### config.mk
export PLATFORM = sky130hd
export DESIGN_NAME = flash_reset_deep_powerdown
export DESIGN_NICKNAME = d
export VERILOG_FILES = /design/src/design/flash_pwr_pkg.sv /design/src/design/idle_timer.sv /design/src/design/flash_reset_deep_powerdown.sv
export SDC_FILE = /design/constraint.sdc
export NUM_CORES = 1
export LEC_CHECK = 0
export ABC_AREA = 1
export BUFFER_PORTS_ARGS = -buffer_cell sky130_fd_sc_hd__buf_2
export CELL_PAD_IN_SITES_DETAIL_PLACEMENT = 0
export CELL_PAD_IN_SITES_GLOBAL_PLACEMENT = 1
export CORE_AREA = 5 5 137 139
export CTS_CLUSTER_SIZE = 10
export DETAILED_ROUTE_END_ITERATION = 10
export DIE_AREA = 0 0 142 144
export PLACE_DENSITY = 0.6
export SETUP_SLACK_MARGIN = 0.2
export SYNTH_ARGS = -nofsm -noshare
export SYNTH_HDL_FRONTEND = slang
export SYNTH_SLANG_ARGS = --single-unit
export TNS_END_PERCENT = 30
### constraint.sdc
create_clock -name mclk_i -period 3 [get_ports mclk_i]
set_input_delay 0.6 -clock mclk_i [delete_from_list [all_inputs] [get_ports mclk_i]]
set_output_delay 0.6 -clock mclk_i [all_outputs]
set_load 0.01 [all_outputs]
### src/design/flash_pwr_pkg.sv
// constants and carrier types for the flash reset and deep power-down controller
// Function
// - reset low: no operation, inputs ignored, all outputs high impedance
// - leaving reset: asynchronous read-array mode, status register becomes 0080h
// - reset during program or erase aborts it, location becomes invalid
// - reset completes within pulse minimum idle, within 25 us when busy
// - after array read with quiet address, enter standby automatically
// - deep sleep needs config bit 15, reset and select high, pin asserted
// - deep sleep entry aborts program or erase; suspended work is lost
// - in deep sleep only sleep pin and reset are heeded
// - deep sleep keeps modes, config, locks; status 0080h, errors cleared
// - leave deep sleep on pin release; host waits 75 us before select
// - config bit 14 zero makes sleep pin active low
package flash_pwr_pkg;

  localparam int unsigned CLK_PERIOD_NS = 10;
  localparam int unsigned RESET_PULSE_MIN_NS = 100;
  localparam int unsigned RESET_PULSE_MIN_CYC =
    (RESET_PULSE_MIN_NS + CLK_PERIOD_NS - 1) / CLK_PERIOD_NS;
  localparam int unsigned RESET_ABORT_LATENCY_US = 25;
  localparam int unsigned RESET_ABORT_LATENCY_CYC =
    RESET_ABORT_LATENCY_US * 1000 / CLK_PERIOD_NS;
  localparam int unsigned SLEEP_EXIT_TO_SELECT_US = 75;
  localparam int unsigned SLEEP_EXIT_TO_SELECT_CYC =
    SLEEP_EXIT_TO_SELECT_US * 1000 / CLK_PERIOD_NS;
  localparam int unsigned IDLE_CYC_TO_SAVE = 4;

  localparam int unsigned CFG_SLEEP_EN_BIT = 15;
  localparam int unsigned CFG_SLEEP_POL_BIT = 14;
  localparam int unsigned STATUS_ERR_LO = 1;
  localparam int unsigned STATUS_ERR_HI = 5;
  localparam logic [15:0] STATUS_RESET_VALUE = 16'h0080;
  localparam logic [15:0] CFG_RESET_VALUE = 16'h0000;
  localparam int unsigned ADDR_W = 16;
  localparam int unsigned DATA_W = 16;
  localparam int unsigned CNT_W = 16;

  typedef enum logic [1:0] {
    MODE_READ_ARRAY,
    MODE_READ_STATUS,
    MODE_READ_ID
  } read_mode_type;

  typedef struct packed {
    logic              select_b;
    logic              out_en_b;
    logic              write_en_b;
    logic [ADDR_W-1:0] addr;
  } bus_in_type;

  typedef struct packed {
    logic              start_prog;
    logic              start_erase;
    logic              suspend;
    logic              resume;
    logic              work_done;
    logic              work_error;
    logic [15:0]       cfg_wdata;
    logic              cfg_write;
    read_mode_type     mode_wdata;
    logic              mode_write;
  } core_cmd_type;

endpackage

### src/design/idle_timer.sv
// saturating down counter used for power-saving and deep sleep exit timing
`timescale 1ns/10ps
module idle_timer
  import flash_pwr_pkg::*;
(
  input  wire logic             mclk_i,
  input  wire logic             rst_b_i,
  input  wire logic             load_i,
  input  wire logic [CNT_W-1:0] value_i,
  output logic                  expired_o
);

  logic [CNT_W-1:0] count;

  always_ff @(posedge mclk_i or negedge rst_b_i) begin
    if (!rst_b_i) begin
      count <= '0;
    end else if (load_i) begin
      count <= value_i;
    end else if (count != '0) begin
      count <= count - 1'b1;
    end
  end

  always_ff @(posedge mclk_i or negedge rst_b_i) begin
    if (!rst_b_i) begin
      expired_o <= 1'b0;
    end else begin
      expired_o <= !load_i && (count <= CNT_W'(1));
    end
  end

endmodule

### src/design/flash_reset_deep_powerdown.sv
// reset, automatic power saving and deep power-down control of the flash core
`timescale 1ns/10ps
module flash_reset_deep_powerdown
  import flash_pwr_pkg::*;
(
  input  wire logic          mclk_i,
  input  wire logic          rst_b_i,
  input  wire logic          flash_reset_b_i,
  input  wire logic          deep_sleep_pin_i,
  input  wire bus_in_type    bus_i,
  input  wire core_cmd_type  cmd_i,
  output logic               out_drive_o,
  output logic               wait_drive_o,
  output logic               busy_o,
  output logic               suspended_o,
  output logic               abort_o,
  output logic               location_invalid_o,
  output logic               standby_o,
  output logic               deep_sleep_o,
  output logic               ready_o,
  output logic [15:0]        status_o,
  output logic [15:0]        extended_config_word_o,
  output read_mode_type      read_mode_o
);

  typedef enum logic [2:0] {
    ST_RESET,
    ST_ACTIVE,
    ST_SAVE,
    ST_DEEP,
    ST_EXIT
  } pwr_state_type;

  pwr_state_type     state;
  pwr_state_type     next_state;
  logic              sleep_asserted;
  logic              sleep_entry;
  logic              bus_live;
  logic              read_cycle;
  logic [ADDR_W-1:0] last_addr;
  logic              addr_quiet;
  logic              idle_expired;
  logic              exit_expired;
  logic              in_reset;

  // held reset pin acts as device reset; host keeps its pulse width
  assign in_reset = !flash_reset_b_i;

  assign sleep_asserted = extended_config_word_o[CFG_SLEEP_POL_BIT]
                          ? deep_sleep_pin_i : !deep_sleep_pin_i;

  assign sleep_entry = extended_config_word_o[CFG_SLEEP_EN_BIT] && !in_reset
                       && bus_i.select_b && sleep_asserted;

  assign bus_live = (state == ST_ACTIVE || state == ST_SAVE) && !in_reset;
  assign read_cycle = bus_live && !bus_i.select_b && !bus_i.out_en_b;
  assign addr_quiet = bus_i.addr == last_addr;

  always_comb begin
    next_state = state;
    unique case (state)
      ST_RESET: begin
        if (!in_reset) begin
          next_state = ST_ACTIVE;
        end
      end
      ST_ACTIVE: begin
        if (sleep_entry) begin
          next_state = ST_DEEP;
        end else if (idle_expired && addr_quiet && bus_i.out_en_b) begin
          next_state = ST_SAVE;
        end
      end
      ST_SAVE: begin
        if (sleep_entry) begin
          next_state = ST_DEEP;
        end else if (!addr_quiet || read_cycle) begin
          // selected but quiet stays saving; only a new read or address wakes
          next_state = ST_ACTIVE;
        end
      end
      ST_DEEP: begin
        if (!sleep_asserted || in_reset) begin
          next_state = ST_EXIT;
        end
      end
      ST_EXIT: begin
        if (sleep_entry) begin
          next_state = ST_DEEP;
        end else if (exit_expired && !in_reset) begin
          // a stale expiry must not wake the core while reset is held
          next_state = ST_ACTIVE;
        end
      end
      default: next_state = ST_RESET;
    endcase
    if (in_reset && state != ST_DEEP && state != ST_EXIT) begin
      next_state = ST_RESET;
    end
  end

  always_ff @(posedge mclk_i or negedge rst_b_i) begin
    if (!rst_b_i) begin
      state <= ST_RESET;
    end else begin
      state <= next_state;
    end
  end

  always_ff @(posedge mclk_i or negedge rst_b_i) begin
    if (!rst_b_i) begin
      last_addr <= '0;
    end else if (bus_live) begin
      last_addr <= bus_i.addr;
    end
  end

  // idle time before power saving; reloaded by every read or address change
  idle_timer u_idle (
    .mclk_i    (mclk_i),
    .rst_b_i   (rst_b_i),
    .load_i    (read_cycle || !addr_quiet || state != ST_ACTIVE),
    .value_i   (CNT_W'(IDLE_CYC_TO_SAVE)),
    .expired_o (idle_expired)
  );

  // exit delay after deep sleep, also after reset released in deep sleep
  idle_timer u_exit (
    .mclk_i    (mclk_i),
    .rst_b_i   (rst_b_i),
    .load_i    (state != ST_EXIT || in_reset),
    .value_i   (CNT_W'(SLEEP_EXIT_TO_SELECT_CYC)),
    .expired_o (exit_expired)
  );

  // program/erase tracking; abort is immediate, well inside the 25 us bound
  always_ff @(posedge mclk_i or negedge rst_b_i) begin
    if (!rst_b_i) begin
      busy_o      <= 1'b0;
      suspended_o <= 1'b0;
    end else if (in_reset || next_state == ST_DEEP) begin
      busy_o      <= 1'b0;
      suspended_o <= 1'b0;
    end else if (bus_live && !busy_o && !suspended_o
                 && (cmd_i.start_prog || cmd_i.start_erase)) begin
      busy_o <= 1'b1;
    end else if (busy_o && cmd_i.suspend) begin
      busy_o      <= 1'b0;
      suspended_o <= 1'b1;
    end else if (suspended_o && cmd_i.resume && bus_live) begin
      busy_o      <= 1'b1;
      suspended_o <= 1'b0;
    end else if (busy_o && cmd_i.work_done) begin
      busy_o <= 1'b0;
    end
  end

  always_ff @(posedge mclk_i or negedge rst_b_i) begin
    if (!rst_b_i) begin
      abort_o            <= 1'b0;
      location_invalid_o <= 1'b0;
    end else begin
      abort_o <= (busy_o || suspended_o) && (in_reset || next_state == ST_DEEP);
      if ((busy_o || suspended_o) && (in_reset || next_state == ST_DEEP)) begin
        location_invalid_o <= 1'b1;
      end else if (busy_o && cmd_i.work_done) begin
        location_invalid_o <= 1'b0;
      end
    end
  end

  always_ff @(posedge mclk_i or negedge rst_b_i) begin
    if (!rst_b_i) begin
      status_o <= STATUS_RESET_VALUE;
    end else if (in_reset || state == ST_DEEP) begin
      status_o <= STATUS_RESET_VALUE;
    end else begin
      status_o[7] <= !busy_o;
      if (busy_o && cmd_i.work_error) begin
        status_o[STATUS_ERR_HI:STATUS_ERR_LO] <= '1;
      end
    end
  end

  always_ff @(posedge mclk_i or negedge rst_b_i) begin
    if (!rst_b_i) begin
      extended_config_word_o <= CFG_RESET_VALUE;
    end else if (bus_live && cmd_i.cfg_write) begin
      extended_config_word_o <= cmd_i.cfg_wdata;
    end
  end

  // modes keep through deep sleep; reset returns to array read
  always_ff @(posedge mclk_i or negedge rst_b_i) begin
    if (!rst_b_i) begin
      read_mode_o <= MODE_READ_ARRAY;
    end else if (in_reset) begin
      read_mode_o <= MODE_READ_ARRAY;
    end else if (bus_live && cmd_i.mode_write) begin
      read_mode_o <= cmd_i.mode_wdata;
    end
  end

  // outputs released while reset or asleep
  always_ff @(posedge mclk_i or negedge rst_b_i) begin
    if (!rst_b_i) begin
      out_drive_o  <= 1'b0;
      wait_drive_o <= 1'b0;
    end else begin
      out_drive_o  <= read_cycle;
      wait_drive_o <= bus_live && !bus_i.select_b;
    end
  end

  always_ff @(posedge mclk_i or negedge rst_b_i) begin
    if (!rst_b_i) begin
      standby_o    <= 1'b0;
      deep_sleep_o <= 1'b0;
      ready_o      <= 1'b0;
    end else begin
      standby_o    <= next_state == ST_SAVE;
      deep_sleep_o <= next_state == ST_DEEP;
      ready_o      <= next_state == ST_ACTIVE || next_state == ST_SAVE;
    end
  end

endmodule

* Word-level counts from Yosys, hierarchy flattened *
Cells that the tools add are included.

word-level totals
  bits in registers = 86
  logic and storage cells = 120

operators by class
  magnitude comparators = 2
  eq/ne operators = 13
  mux-type cells = 30
  $add $sub $neg = 2
  reduce and logical (&&, ||, !) cells = 54

operators with widths
  cell                                                                      count
  16-bit 2-to-1 mux                                                         4
  16-bit by 1-bit <= comparator with 1-bit output (second input constant)   2
  16-bit nonzero test                                                       2
  16-bit by 1-bit subtractor with 16-bit output (second input constant)     2
  3-bit 2-to-1 mux                                                          9
  1-bit logical AND                                                         24
  16-bit == test                                                            1
  3-bit case mux with 5 select lines                                        1
  3-bit by 2-bit == test with 1-bit output (second input constant)          4
  1-bit 2-to-1 mux                                                          12
  1-bit zero test                                                           10
  1-bit logical OR                                                          10
  5-bit 2-to-1 mux                                                          2
  2-bit nonzero test                                                        4
  3-bit by 1-bit == test with 1-bit output (second input constant)          2
  5-bit nonzero test                                                        1
  2-bit 2-to-1 mux                                                          2
  3-bit == test (second input constant)                                     1
  3-bit zero test                                                           1
  3-bit by 1-bit inequality test with 1-bit output (second input constant)  1
  3-bit by 2-bit inequality test with 1-bit output (second input constant)  1
  3-bit inequality test (second input constant)                             1
  3-bit nonzero test                                                        1
  2-bit by 1-bit inequality test with 1-bit output (second input constant)  1
  2 further kinds                                                           2

* Longest topological paths before layout *
Gate-level depths: netlist of run 1.

  word-level depth = 14
  gate-level depth with buffers = 16
  mapped depth without buffers = 16

* Hierarchy *
A second synthesis of run 1 with hierarchy kept.

unflattened totals
  cells, all modules = 672
  area total of the unflattened synthesis = 4922.2 um^2

modules (own cells, without submodules)
  module                      area an instance (um^2)  instances  cells each
  idle_timer                  1231.2                   2          188
  flash_reset_deep_powerdown  2459.9                   1          296

* Least setup slack after synthesis of run 1 *
Ideal clock, no wire load.

  path kind = input to register
  start = input port flash_reset_b_i
  end = register u_exit.count[13]
  slack = 1.107 ns
  stages = 14
  data required time = 2.879 ns
  buffers on the path = 1
  data arrival time = 1.771 ns
  path through = buf_4 -> inv_2 -> nor2_2 -> inv_4 -> nor2_4 -> nand2_4 -> nand2_4 -> nor2_2 -> nand2_2 -> inv_2 -> nand2_2 -> nor2_1 -> and3_1 -> nor3_2

on the way
  longest elaborated chain between the ends = 3

ends and longest elaborated chain
  what                                                            RTL line                           RTL
  from (decl)                                                     flash_reset_deep_powerdown.sv:8    input wire logic flash_reset_b_i,
  1-bit zero test *                                               flash_reset_deep_powerdown.sv:47   assign in_reset = !flash_reset_b_i;
  1-bit logical OR *                                              flash_reset_deep_powerdown.sv:131  .load_i (state != ST_EXIT || in_reset),
  16-bit 2-to-1 mux / 2-bit nonzero test (equally long branches)  -
  to (signal assigned)                                            idle_timer.sv:19                   count <= value_i;
  to (signal assigned)                                            idle_timer.sv:21                   count <= count - 1'b1;
  to (decl)                                                       idle_timer.sv:13                   logic [CNT_W-1:0] count;

Every way passes the cells marked *; elsewhere a longest branch is shown, timed or not.
A chain may end at the register's enable or synchronous reset.

* Worst setup path in the final report of run 1 *
  start = register u_exit.count[0]
  end = register u_exit.count[14]

on the way
  longest elaborated chain between the ends = 3

ends and longest elaborated chain
  what                                           RTL line          RTL
  16-bit by 1-bit subtractor with 16-bit output  idle_timer.sv:21
  16-bit 2-to-1 mux                              idle_timer.sv:20  end else if (count != '0) begin
  16-bit 2-to-1 mux                              idle_timer.sv:18  end else if (load_i) begin

Several ways; a longest one is shown, not always the timed one. The select of a mux whose other input is x is not followed.

==> flow_metrics.py, run 1 <==
metrics = {
    "synth": {
        "synthAdderAreaFrac": 0.0118,
        "synthFlopType": "dfrtp_1",
        "synthCells": 502,
        "synth_top_family_by_area": "simple AND/OR/NAND/NOR gates",
        "synth_compound_area_frac": 0.0794,
        "synthMuxAreaShare": 0.0425,
        "synth_top_area_share": 0.478,
        "synth_xor_area_frac": 0.0227,
        "ys_types": 38,
        "synth_seq_cells": 82,
        "synth_edf_count": 0,
        "netlist_area_sq_um": 4240,
        "synth-seq-area-share": 0.484,
        "async_reset_ff_frac": 1.00,
        "yosys_warnings": 0,
        "synth-simple-area-share": 0.257,
        "synth_largest_area_cell": "dfrtp_1",
        "synth_area_leaders": "dfrtp_1 48%, nand2_1 9.0%, inv_1 6.2%",
        "syn_avg_cell_area_sq_um": 8.44,
    },
    "grt": {
        "grt_usage": 0.0958,
        "globalRouteOverflowTotal": 0,
        "grt_max_degree": 45,
        "met3_usage": 0.0334,
        "met2_usage": 0.156,
        "grt_pass1_vias": 3343,
        "grt_antenna_before_repair": 0,
        "grt_pass1_wl_um": 15700,
        "grtUsageMet1": 0.117,
        "gr-max-usage-layer": "met2",
    },
    "timing": {
        "final-setup-viol-count": 0,
        "relSlewSlack": 0.577,
        "fin_crit_sh": 0.669,
        "finClkSkew_ns": 0.00945,
        "tns_ns": 0,
        "finalHoldViolCount": 0,
        "rsz0062_at_grt": "false",
        "drv_slew": 0,
        "worst_pin_slew_ns": 0.634,
        "timing.fmax_mhz": 498,
        "finalCriticalPeriod_ns": 2.01,
    },
    "critical_path": {
        "reg2reg_depth": 14,
        "startpoint_type": "flop",
        "reg2reg_to": "u_exit.count[14]",
        "end_kind": "flop",
        "critical_path_arrival_ns": 2.27,
        "critPathRequiredTime_ns": 3.27,
        "path_max_fanout": 4,
        "reg2reg_slack_ns": 0.99,
        "r2r-start": "u_exit.count[0]",
        "critical_path_class": "flop to flop",
    },
    "floorplan": {
        "initial_utilization": 0.242,
        "io_pins": 92,
        "die_h_um": 144,
        "die_w_um": 142,
        "coreArea_sq_um": 17500,
        "die_area_sq_um": 20400,
        "num_rows": 49,
    },
    "clock_network": {
        "cts_made_buffers": 9,
        "postCtsSetupRepairBufs": 0,
        "root_buffer": "clkbuf_16",
        "cts_tree": "yes",
        "cts.repair.resized": 0,
        "h-tree-depth": 3,
        "clk_pin_slew_ns": 0.07,
        "cts_sinks": 82,
        "clk_latency_ns": 0.35,
        "cts_hold_buf": 0,
        "cts_buffer_depth": 2,
    },
    "place": {
        "dpl.hpwl_um": 7020,
        "gp_congestion": 0.805,
        "port_buffers": 80,
    },
    "pwr": {
        "power_density_nw_per_um2": 545,
        "p_leak_uw": 0.00256,
        "ir_drop_mv": 0.308,
    },
    "finish": {
        "layout_commonest_cell": "nand2_1",
        "n_antenna_cell": 0,
        "area_delta_synth_final_pct": 22.0,
        "drive_above_1_share": 0.273,
        "fin_util": 0.295,
        "final_cell_mix": "102 x nand2_1, 81 x dfrtp_1, 79 x buf_2",
        "fin_nets": 638,
    },
    "run": {
        "cap_violations": 0,
    },
    "min_path": {
        "worstHoldPathType": "primary input to async pin",
    },
    "detailed_routing": {
        "drt-initial-drc-count": 151,
        "drc_errors": 0,
        "dr.pass1.iters": 4,
        "wl_per_cell_um": 11.6,
        "viasPerCell": 4.11,
        "antenna_left": 0,
        "via_count": 3364,
        "wl_um": 9480,
    },
    "outcome": {
        "status": "completed",
    },
}
-- how the worst max path moves through the flow --
stage | startpoint | end | slack (ns) | cells after the start
global placement | flash_reset_b_i | ready_o | 0.71 | 9
CTS | u_exit.count[0] | u_exit.count[14] | 0.97 | 14
finish | u_exit.count[0] | u_exit.count[14] | 0.99 | 14
floorplan | flash_reset_b_i | u_exit.count[13] | 1.11 | 14
detailed placement | flash_reset_b_i | ready_o | 0.74 | 9
global route | u_exit.count[0] | u_exit.count[14] | 0.78 | 14
-- per-layer routing --
metal,wire length (um),vias to the layer above,part of all wire
met1,4340,1567,0.46
met2,4450,62,0.47
li1,-,1723,-
met5,0,-,0
met3,537,12,0.057
met4,149,0,0.016
-- critical path, cell delays in order (launching register included) --
cell     delay (ns)
dfrtp_1        0.38
inv_1          0.11
ha_1           0.20
inv_1          0.06
nor2_2         0.14
inv_1          0.10
nor2_4         0.12
inv_1          0.07
nor3_1         0.12
inv_1          0.09
nor2_2         0.11
inv_1          0.09
nor3_2         0.14
o21ai_0        0.10
a21oi_1        0.12
-- final cells by class --
cell class / instances / area [sq um]
repair buffers: 84 / 445
multi-input cells: 331 / 1790
inverters: 77 / 292
flip-flops and latches: 82 / 2050
clock buffers: 10 / 239
fillers: 1886 / 12400
clock inverters: 6 / 65.1
well taps: 229 / 287
-- metrics by stage --
| step | instances | instance area [sq um] | hold WS [ns] | setup slack [ns] | power (uW) |
|---|---|---|---|---|---|
| after floorplan | 511 | 4270 | 0.304 | 1.11 | 1540 |
| after global placement | 803 | 4870 | 0.453 | 0.711 | 1700 |
| after detailed placement | 803 | 4870 | 0.459 | 0.743 | 1710 |
| after CTS | 819 | 5170 | 0.276 | 0.965 | 2880 |
| after global routing | 819 | 5170 | 0.310 | 0.778 | 2980 |
| final | 819 | 5170 | 0.260 | 0.993 | 2820 |
-- kinds of logic after synthesis --
group	after synthesis
DFF	82
other	1
adders and majority gates	4
xor gates and xnor gates	11
AOI/OAI and AO/OA	62
buffers and inverters	98
muxes	16
and+or+nand+nor	228
-- state kept, by name (all words and copies together) (netlist names), 2 cells and up --
register / cells
status_o: 2
last_addr: 16
extended_config_word_o: 16
u_exit.count: 16
read_mode_o: 2
u_idle.count: 16
state: 3
-- cell usage after synthesis (2+ instances only) --
library cell    n
nand2_1       102
dfrtp_1        81
inv_1          70
nor2_1         51
o21ai_0        31
a21oi_1        22
nand3_1        22
buf_4          15
mux2_2         14
nand2_2        11
xor2_1         10
nor2_2          9
nor3_1          8
inv_2           6
ha_1            4
nand4_1         4
nor2_4          4
nor3_2          4
o21ai_1         4
and3_1          3
buf_2           3
clkbuf_1        3
nand2_4         3
mux2_1          2
nor3_4          2
or2_2           2
-- where the power goes --
group / leakage [uW] / internal, uW / switching, uW / total, uW
combinational: 0.00137 / 174 / 222 / 396
sequential: 0.00104 / 1220 / 61.1 / 1280
clock: 0.000149 / 669 / 471 / 1140
No activity file was read; power rests on OpenSTA's default activity.
==> inputs of run 2 (changes only) <==
==> constraint.sdc (replaced) <==
create_clock -name mclk_i -period 2.1 [get_ports mclk_i]
set_input_delay 0.42 -clock mclk_i [delete_from_list [all_inputs] [get_ports mclk_i]]
set_output_delay 0.42 -clock mclk_i [all_outputs]
set_load 0.01 [all_outputs]
==> run 2 against run 1 <==
  * Clock skew barely moved
  * Final cell count is 2.6% higher
  * Combinational power up 53%
  * Worst setup slack worse by 0.82 ns
  * Register-to-register slack worse by 0.82 ns
  * Sequential cell count is the same
  * Sequential power grew 44%
  * Utilization rose by 1.6 points
  * Non-clock buffer count is 21 higher
  * Sequential share of layout area is 2.1 points lower
==> flow_metrics.py, run 2 (synthesized netlist as in run 1, its figures left out) <==
metrics = {
    "critical_path": {
        "reg2reg_depth": 14,
        "critical_path_class": "flop to flop",
        "r2r-start": "u_exit.count[0]",
        "critical_path_arrival_ns": 2.18,
        "end_kind": "flop",
        "reg2reg_slack_ns": 0.18,
        "startpoint_type": "flop",
        "critPathRequiredTime_ns": 2.36,
        "crit_path_end": "u_exit.count[14]",
        "reg2reg_to": "u_exit.count[14]",
        "path_max_fanout": 3,
        "startpoint": "u_exit.count[0]",
    },
    "grt": {
        "grt_antenna_before_repair": 0,
        "globalRouteOverflowTotal": 0,
        "grt_pass1_vias": 3394,
        "grt_usage": 0.0974,
        "grt_max_degree": 36,
        "grt_pass1_wl_um": 16100,
    },
    "finish": {
        "instances_no_fill": 840,
        "layout_commonest_cell": "nand2_1",
        "fillers": 1887,
        "multi_input_area_sq_um": 1930,
        "seqCellArea_sq_um": 2060,
        "drive_above_1_share": 0.347,
        "n_antenna_cell": 0,
        "final_cell_mix": "95 x nand2_1, 79 x dfrtp_1, 79 x buf_2",
        "area_delta_synth_final_pct": 28.8,
        "fin_nets": 659,
    },
    "place": {
        "dp.cells": 809,
        "port_buffers": 80,
        "dpl.hpwl_um": 7250,
        "gp_congestion": 0.770,
    },
    "detailed_routing": {
        "dr.pass1.iters": 4,
        "drt-initial-drc-count": 104,
        "via_count": 3481,
        "viasPerCell": 4.14,
        "wl_per_cell_um": 11.8,
        "wl_um": 9900,
        "drc_errors": 0,
        "antenna_left": 0,
    },
    "floorplan": {
        "die_w_um": 142,
        "initial_utilization": 0.242,
        "io_pins": 92,
        "num_rows": 49,
        "die_h_um": 144,
        "die_area_sq_um": 20400,
        "coreArea_sq_um": 17500,
    },
    "clock_network": {
        "cts_sinks": 82,
        "clk_pin_slew_ns": 0.06,
        "cts_tree": "yes",
        "h-tree-depth": 3,
        "clk_latency_ns": 0.34,
        "root_buffer": "clkbuf_16",
        "cts_buffer_depth": 2,
        "cts_made_buffers": 9,
    },
    "pwr": {
        "ir_drop_mv": 0.356,
        "combPwrFrac": 0.151,
        "power_frac_seq": 0.458,
        "p_leak_uw": 0.00268,
        "p_sw_uw": 1040,
        "p_total_uw": 4010,
        "power_density_nw_per_um2": 734,
        "swShare": 0.260,
        "p_int_uw": 2970,
        "power_frac_clock": 0.391,
    },
    "timing": {
        "drv_slew": 0,
        "tns_ns": 0,
        "finalHoldViolCount": 0,
        "finalCriticalPeriod_ns": 1.92,
        "timing.fmax_mhz": 520,
        "rsz0062_at_grt": "true",
        "final-setup-viol-count": 0,
        "fin_crit_sh": 0.916,
        "finClkSkew_ns": 0.00906,
    },
    "min_path": {
        "worstHoldPathType": "primary input to async pin",
    },
    "outcome": {
        "status": "completed",
    },
    "run": {
        "cap_violations": 0,
    },
}
==> run 2: changes by cell type in the layout (fill, tap and decap cells not counted), moves of 4 or more <==
cell,change
buf_4,+20
nand2_1,-7
inv_1,-7
nand2_2,+4
nor2_1,-4
inv_2,+6
nand3_1,-6
nand3_2,+6
o21ai_0,-5
==> run 2: what timing repair did <==
item | 4_1_cts | 5_1_grt
pin swaps | 6 | 22
endpoints found under the setup margin | 13 | 35
setup buffers | 4 | 11
hold buffers | 0 | 0
resized for setup | 8 | 41
==> run 2: final cells by class <==
type,instances,area share
sequential,82,0.377
timing repair buffer,105,0.111
clock buffer,13,0.0458
inverter,77,0.0539
clock inverter,3,0.00733
tap,229,0.0525
multi-input combinational,331,0.353
==> run 2: metrics by stage <==
stage | area [sq um] | hold WS (ns) | util | setup WS [ns]
global route | 5460 | 0.0761 | 0.311 | 0.0775
CTS | 5250 | 0.0546 | 0.300 | 0.183
floorplan | 4270 | 0.124 | - | 0.333
finish | 5460 | 0.0420 | 0.311 | 0.177
global placement | 4910 | 0.433 | 0.280 | 0.0424
detailed placement | 4910 | 0.429 | 0.280 | 0.0306
==> run 2: layer usage <==
metal / global-route usage / wire length, um / up-vias
met4: 0.0460 / 162 / 0
met1: 0.121 / 4450 / 1655
met2: 0.161 / 4850 / 58
met3: 0.0215 / 438 / 11
met5: 0 / 0 / -
li1: - / - / 1757
==> run 2: worst min-delay path by stage <==
stage	to	cells after the start	start	slack (ns)
4_1_cts	last_addr[13]	1	rst_b_i	0.05
5_1_grt	last_addr[12]	1	rst_b_i	0.08
3_3_place_gp	last_addr[13]	1	rst_b_i	0.43
6_report	last_addr[13]	1	rst_b_i	0.04
2_1_floorplan	abort_o	0	rst_b_i	0.12
3_5_place_dp	last_addr[13]	1	rst_b_i	0.43
==> run 2: worst max-delay path, stage by stage, from the launching register on <==
cell	delay (ns)
dfrtp_1	0.39
inv_2	0.10
ha_4	0.16
inv_4	0.03
nor2_4	0.10
inv_2	0.05
nor2_4	0.14
inv_2	0.05
nor3_2	0.14
inv_1	0.09
nor2_2	0.14
inv_2	0.07
nor3_2	0.18
o21ai_1	0.08
a21oi_1	0.12
==> run 2: power groups by stage <==
stage                     Combinational [uW]  Sequential, uW  Clock (uW)
after global placement                   575            1860           0
final                                    604            1840        1570
after global routing                     686            1860        1710
after detailed placement                 587            1860           0
after floorplan                          293            1900           0
after CTS                                595            1840        1640
==> inputs of run 3 (changes only) <==
--- a/config.mk
+++ b/config.mk
@@ -14,6 +14,7 @@
 export DETAILED_ROUTE_END_ITERATION = 10
 export DIE_AREA = 0 0 142 144
 export PLACE_DENSITY = 0.6
+export REMOVE_ABC_BUFFERS = 1
 export SETUP_SLACK_MARGIN = 0.2
 export SYNTH_ARGS = -nofsm -noshare
 export SYNTH_HDL_FRONTEND = slang
==> run 3 against run 2 <==
  * Cell area rose by 0.76%
  * Final cell count fell by 0.12%
  * Clock skew barely moved
==> flow_metrics.py, run 3 (synthesized netlist as in run 1, its figures left out) <==
metrics = {
    "run": {
        "cap_violations": 0,
    },
    "pwr": {
        "p_leak_uw": 0.00267,
        "power_density_nw_per_um2": 732,
        "ir_drop_mv": 0.366,
    },
    "finish": {
        "final_cell_mix": "95 x nand2_1, 79 x buf_2, 78 x dfrtp_1",
        "instances_no_fill": 839,
        "area_delta_synth_final_pct": 29.8,
        "fin_nets": 658,
        "fillers": 1860,
        "layout_commonest_cell": "nand2_1",
        "drive_above_1_share": 0.359,
        "multi_input_area_sq_um": 1940,
        "seqCellArea_sq_um": 2060,
        "final_area_sq_um": 5500,
        "n_antenna_cell": 0,
    },
    "timing": {
        "rsz0062_at_grt": "true",
        "finClkSkew_ns": 0.00888,
        "worst_pin_slew_ns": 0.552,
        "fin_crit_sh": 0.891,
        "final-setup-viol-count": 0,
        "finalHoldViolCount": 0,
        "relSlewSlack": 0.632,
        "drv_slew": 0,
        "finalCriticalPeriod_ns": 1.87,
        "timing.fmax_mhz": 534,
    },
    "grt": {
        "grt_pass1_wl_um": 15800,
        "grt_antenna_before_repair": 0,
        "grt_pass1_vias": 3301,
        "grt_max_degree": 39,
        "globalRouteOverflowTotal": 0,
        "grt_usage": 0.0969,
    },
    "detailed_routing": {
        "wl_um": 9820,
        "drt-initial-drc-count": 192,
        "via_count": 3428,
        "drc_errors": 0,
        "dr.pass1.iters": 4,
        "wl_per_cell_um": 11.7,
        "viasPerCell": 4.09,
        "antenna_left": 0,
    },
    "floorplan": {
        "io_pins": 92,
        "coreArea_sq_um": 17500,
        "die_h_um": 144,
        "initial_utilization": 0.242,
        "num_rows": 49,
        "die_area_sq_um": 20400,
        "die_w_um": 142,
    },
    "critical_path": {
        "startpoint_type": "flop",
        "critPathRequiredTime_ns": 2.37,
        "path_max_fanout": 3,
        "critical_path_arrival_ns": 2.14,
        "critical_path_class": "flop to flop",
        "end_kind": "flop",
    },
    "clock_network": {
        "cts_sinks": 82,
        "clk_latency_ns": 0.34,
        "cts_made_buffers": 9,
        "root_buffer": "clkbuf_16",
        "h-tree-depth": 3,
        "cts_tree": "yes",
        "cts_buffer_depth": 2,
        "clk_pin_slew_ns": 0.06,
        "cts_hold_buf": 0,
    },
    "place": {
        "dp.cells": 807,
        "gp_congestion": 0.798,
        "port_buffers": 80,
        "dpl_cell_area_sq_um": 4920,
        "dpl.hpwl_um": 7250,
    },
    "outcome": {
        "status": "completed",
    },
    "min_path": {
        "worstHoldPathType": "primary input to async pin",
    },
}
==> run 3: cell types whose count changed in the layout (fill, tap and decap cells not counted), sizes merged <==
cell      before  now
clkinvlp       0    2
clkinv         2    3
clkbuf        13   10
buf          105  104
==> run 3: worst paths after layout <==
kind	startpoint	end	slack, ns	cells after the start
worst max-delay path	u_exit.count[1]	u_exit.count[14]	0.23	14
min in group mclk_i	bus_i[18]	wait_drive_o	0.28	2
worst min register to register	location_invalid_o	location_invalid_o	0.48	2
worst min-delay path	rst_b_i	extended_config_word_o[7]	0.06	1
worst max register to register	u_exit.count[1]	u_exit.count[14]	0.23	14
max in group asynchronous	rst_b_i	state[0]	1.48	2
==> run 3: timing repair <==
item	in CTS	in global routing
resized for setup	5	51
hold endpoints to repair	0	0
pin swaps	1	33
buffers inserted	1	15
setup endpoints to repair	10	32
==> run 3: where the power goes <==
group | internal, uW | switching [uW]
clock | 923 | 661
combinational | 268 | 335
sequential | 1750 | 92.6
==> run 3: layout make-up <==
type / count / area share
tap: 229 / 0.0521
timing repair buffer: 104 / 0.114
inverter: 77 / 0.0530
multi-input combinational: 331 / 0.354
clock inverter: 6 / 0.0123
sequential: 82 / 0.374
clock buffer: 10 / 0.0416
==> run 3: routing by layer <==
metal	wire, um	part of all wire	global-route usage	vias to the layer above
li1	-	-	-	1760
met1	4280	0.44	0.115	1611
met2	5030	0.51	0.167	46
met3	378	0.038	0.0298	11
met4	128	0.013	0.0338	0
met5	0	0	0	-
==> run 3: metrics by stage <==
step	setup slack, ns	util	setup TNS, ns	hold slack, ns	total power [uW]
6_report	0.228	0.314	0	0.0598	4030
5_1_grt	0.00332	0.314	0	0.0982	4250
4_1_cts	0.182	0.299	0	0.0787	4070
3_5_place_dp	0.0142	0.281	0	0.452	2460
3_3_place_gp	0.0454	0.281	0	0.448	2440
2_1_floorplan	-0.108	-	-1.24	0.124	2170
==> run 3: critical path, stage by stage, from the launching register on <==
cell and delay [ns]:
dfrtp_1 0.39, inv_2 0.10, ha_4 0.15, inv_2 0.04, nor2_4 0.10, inv_2 0.06, nor2_4 0.14, inv_2 0.05
nor3_2 0.09, inv_1 0.09, nor2_2 0.15, inv_2 0.08, nor3_4 0.16, o21ai_1 0.07, a21oi_1 0.12
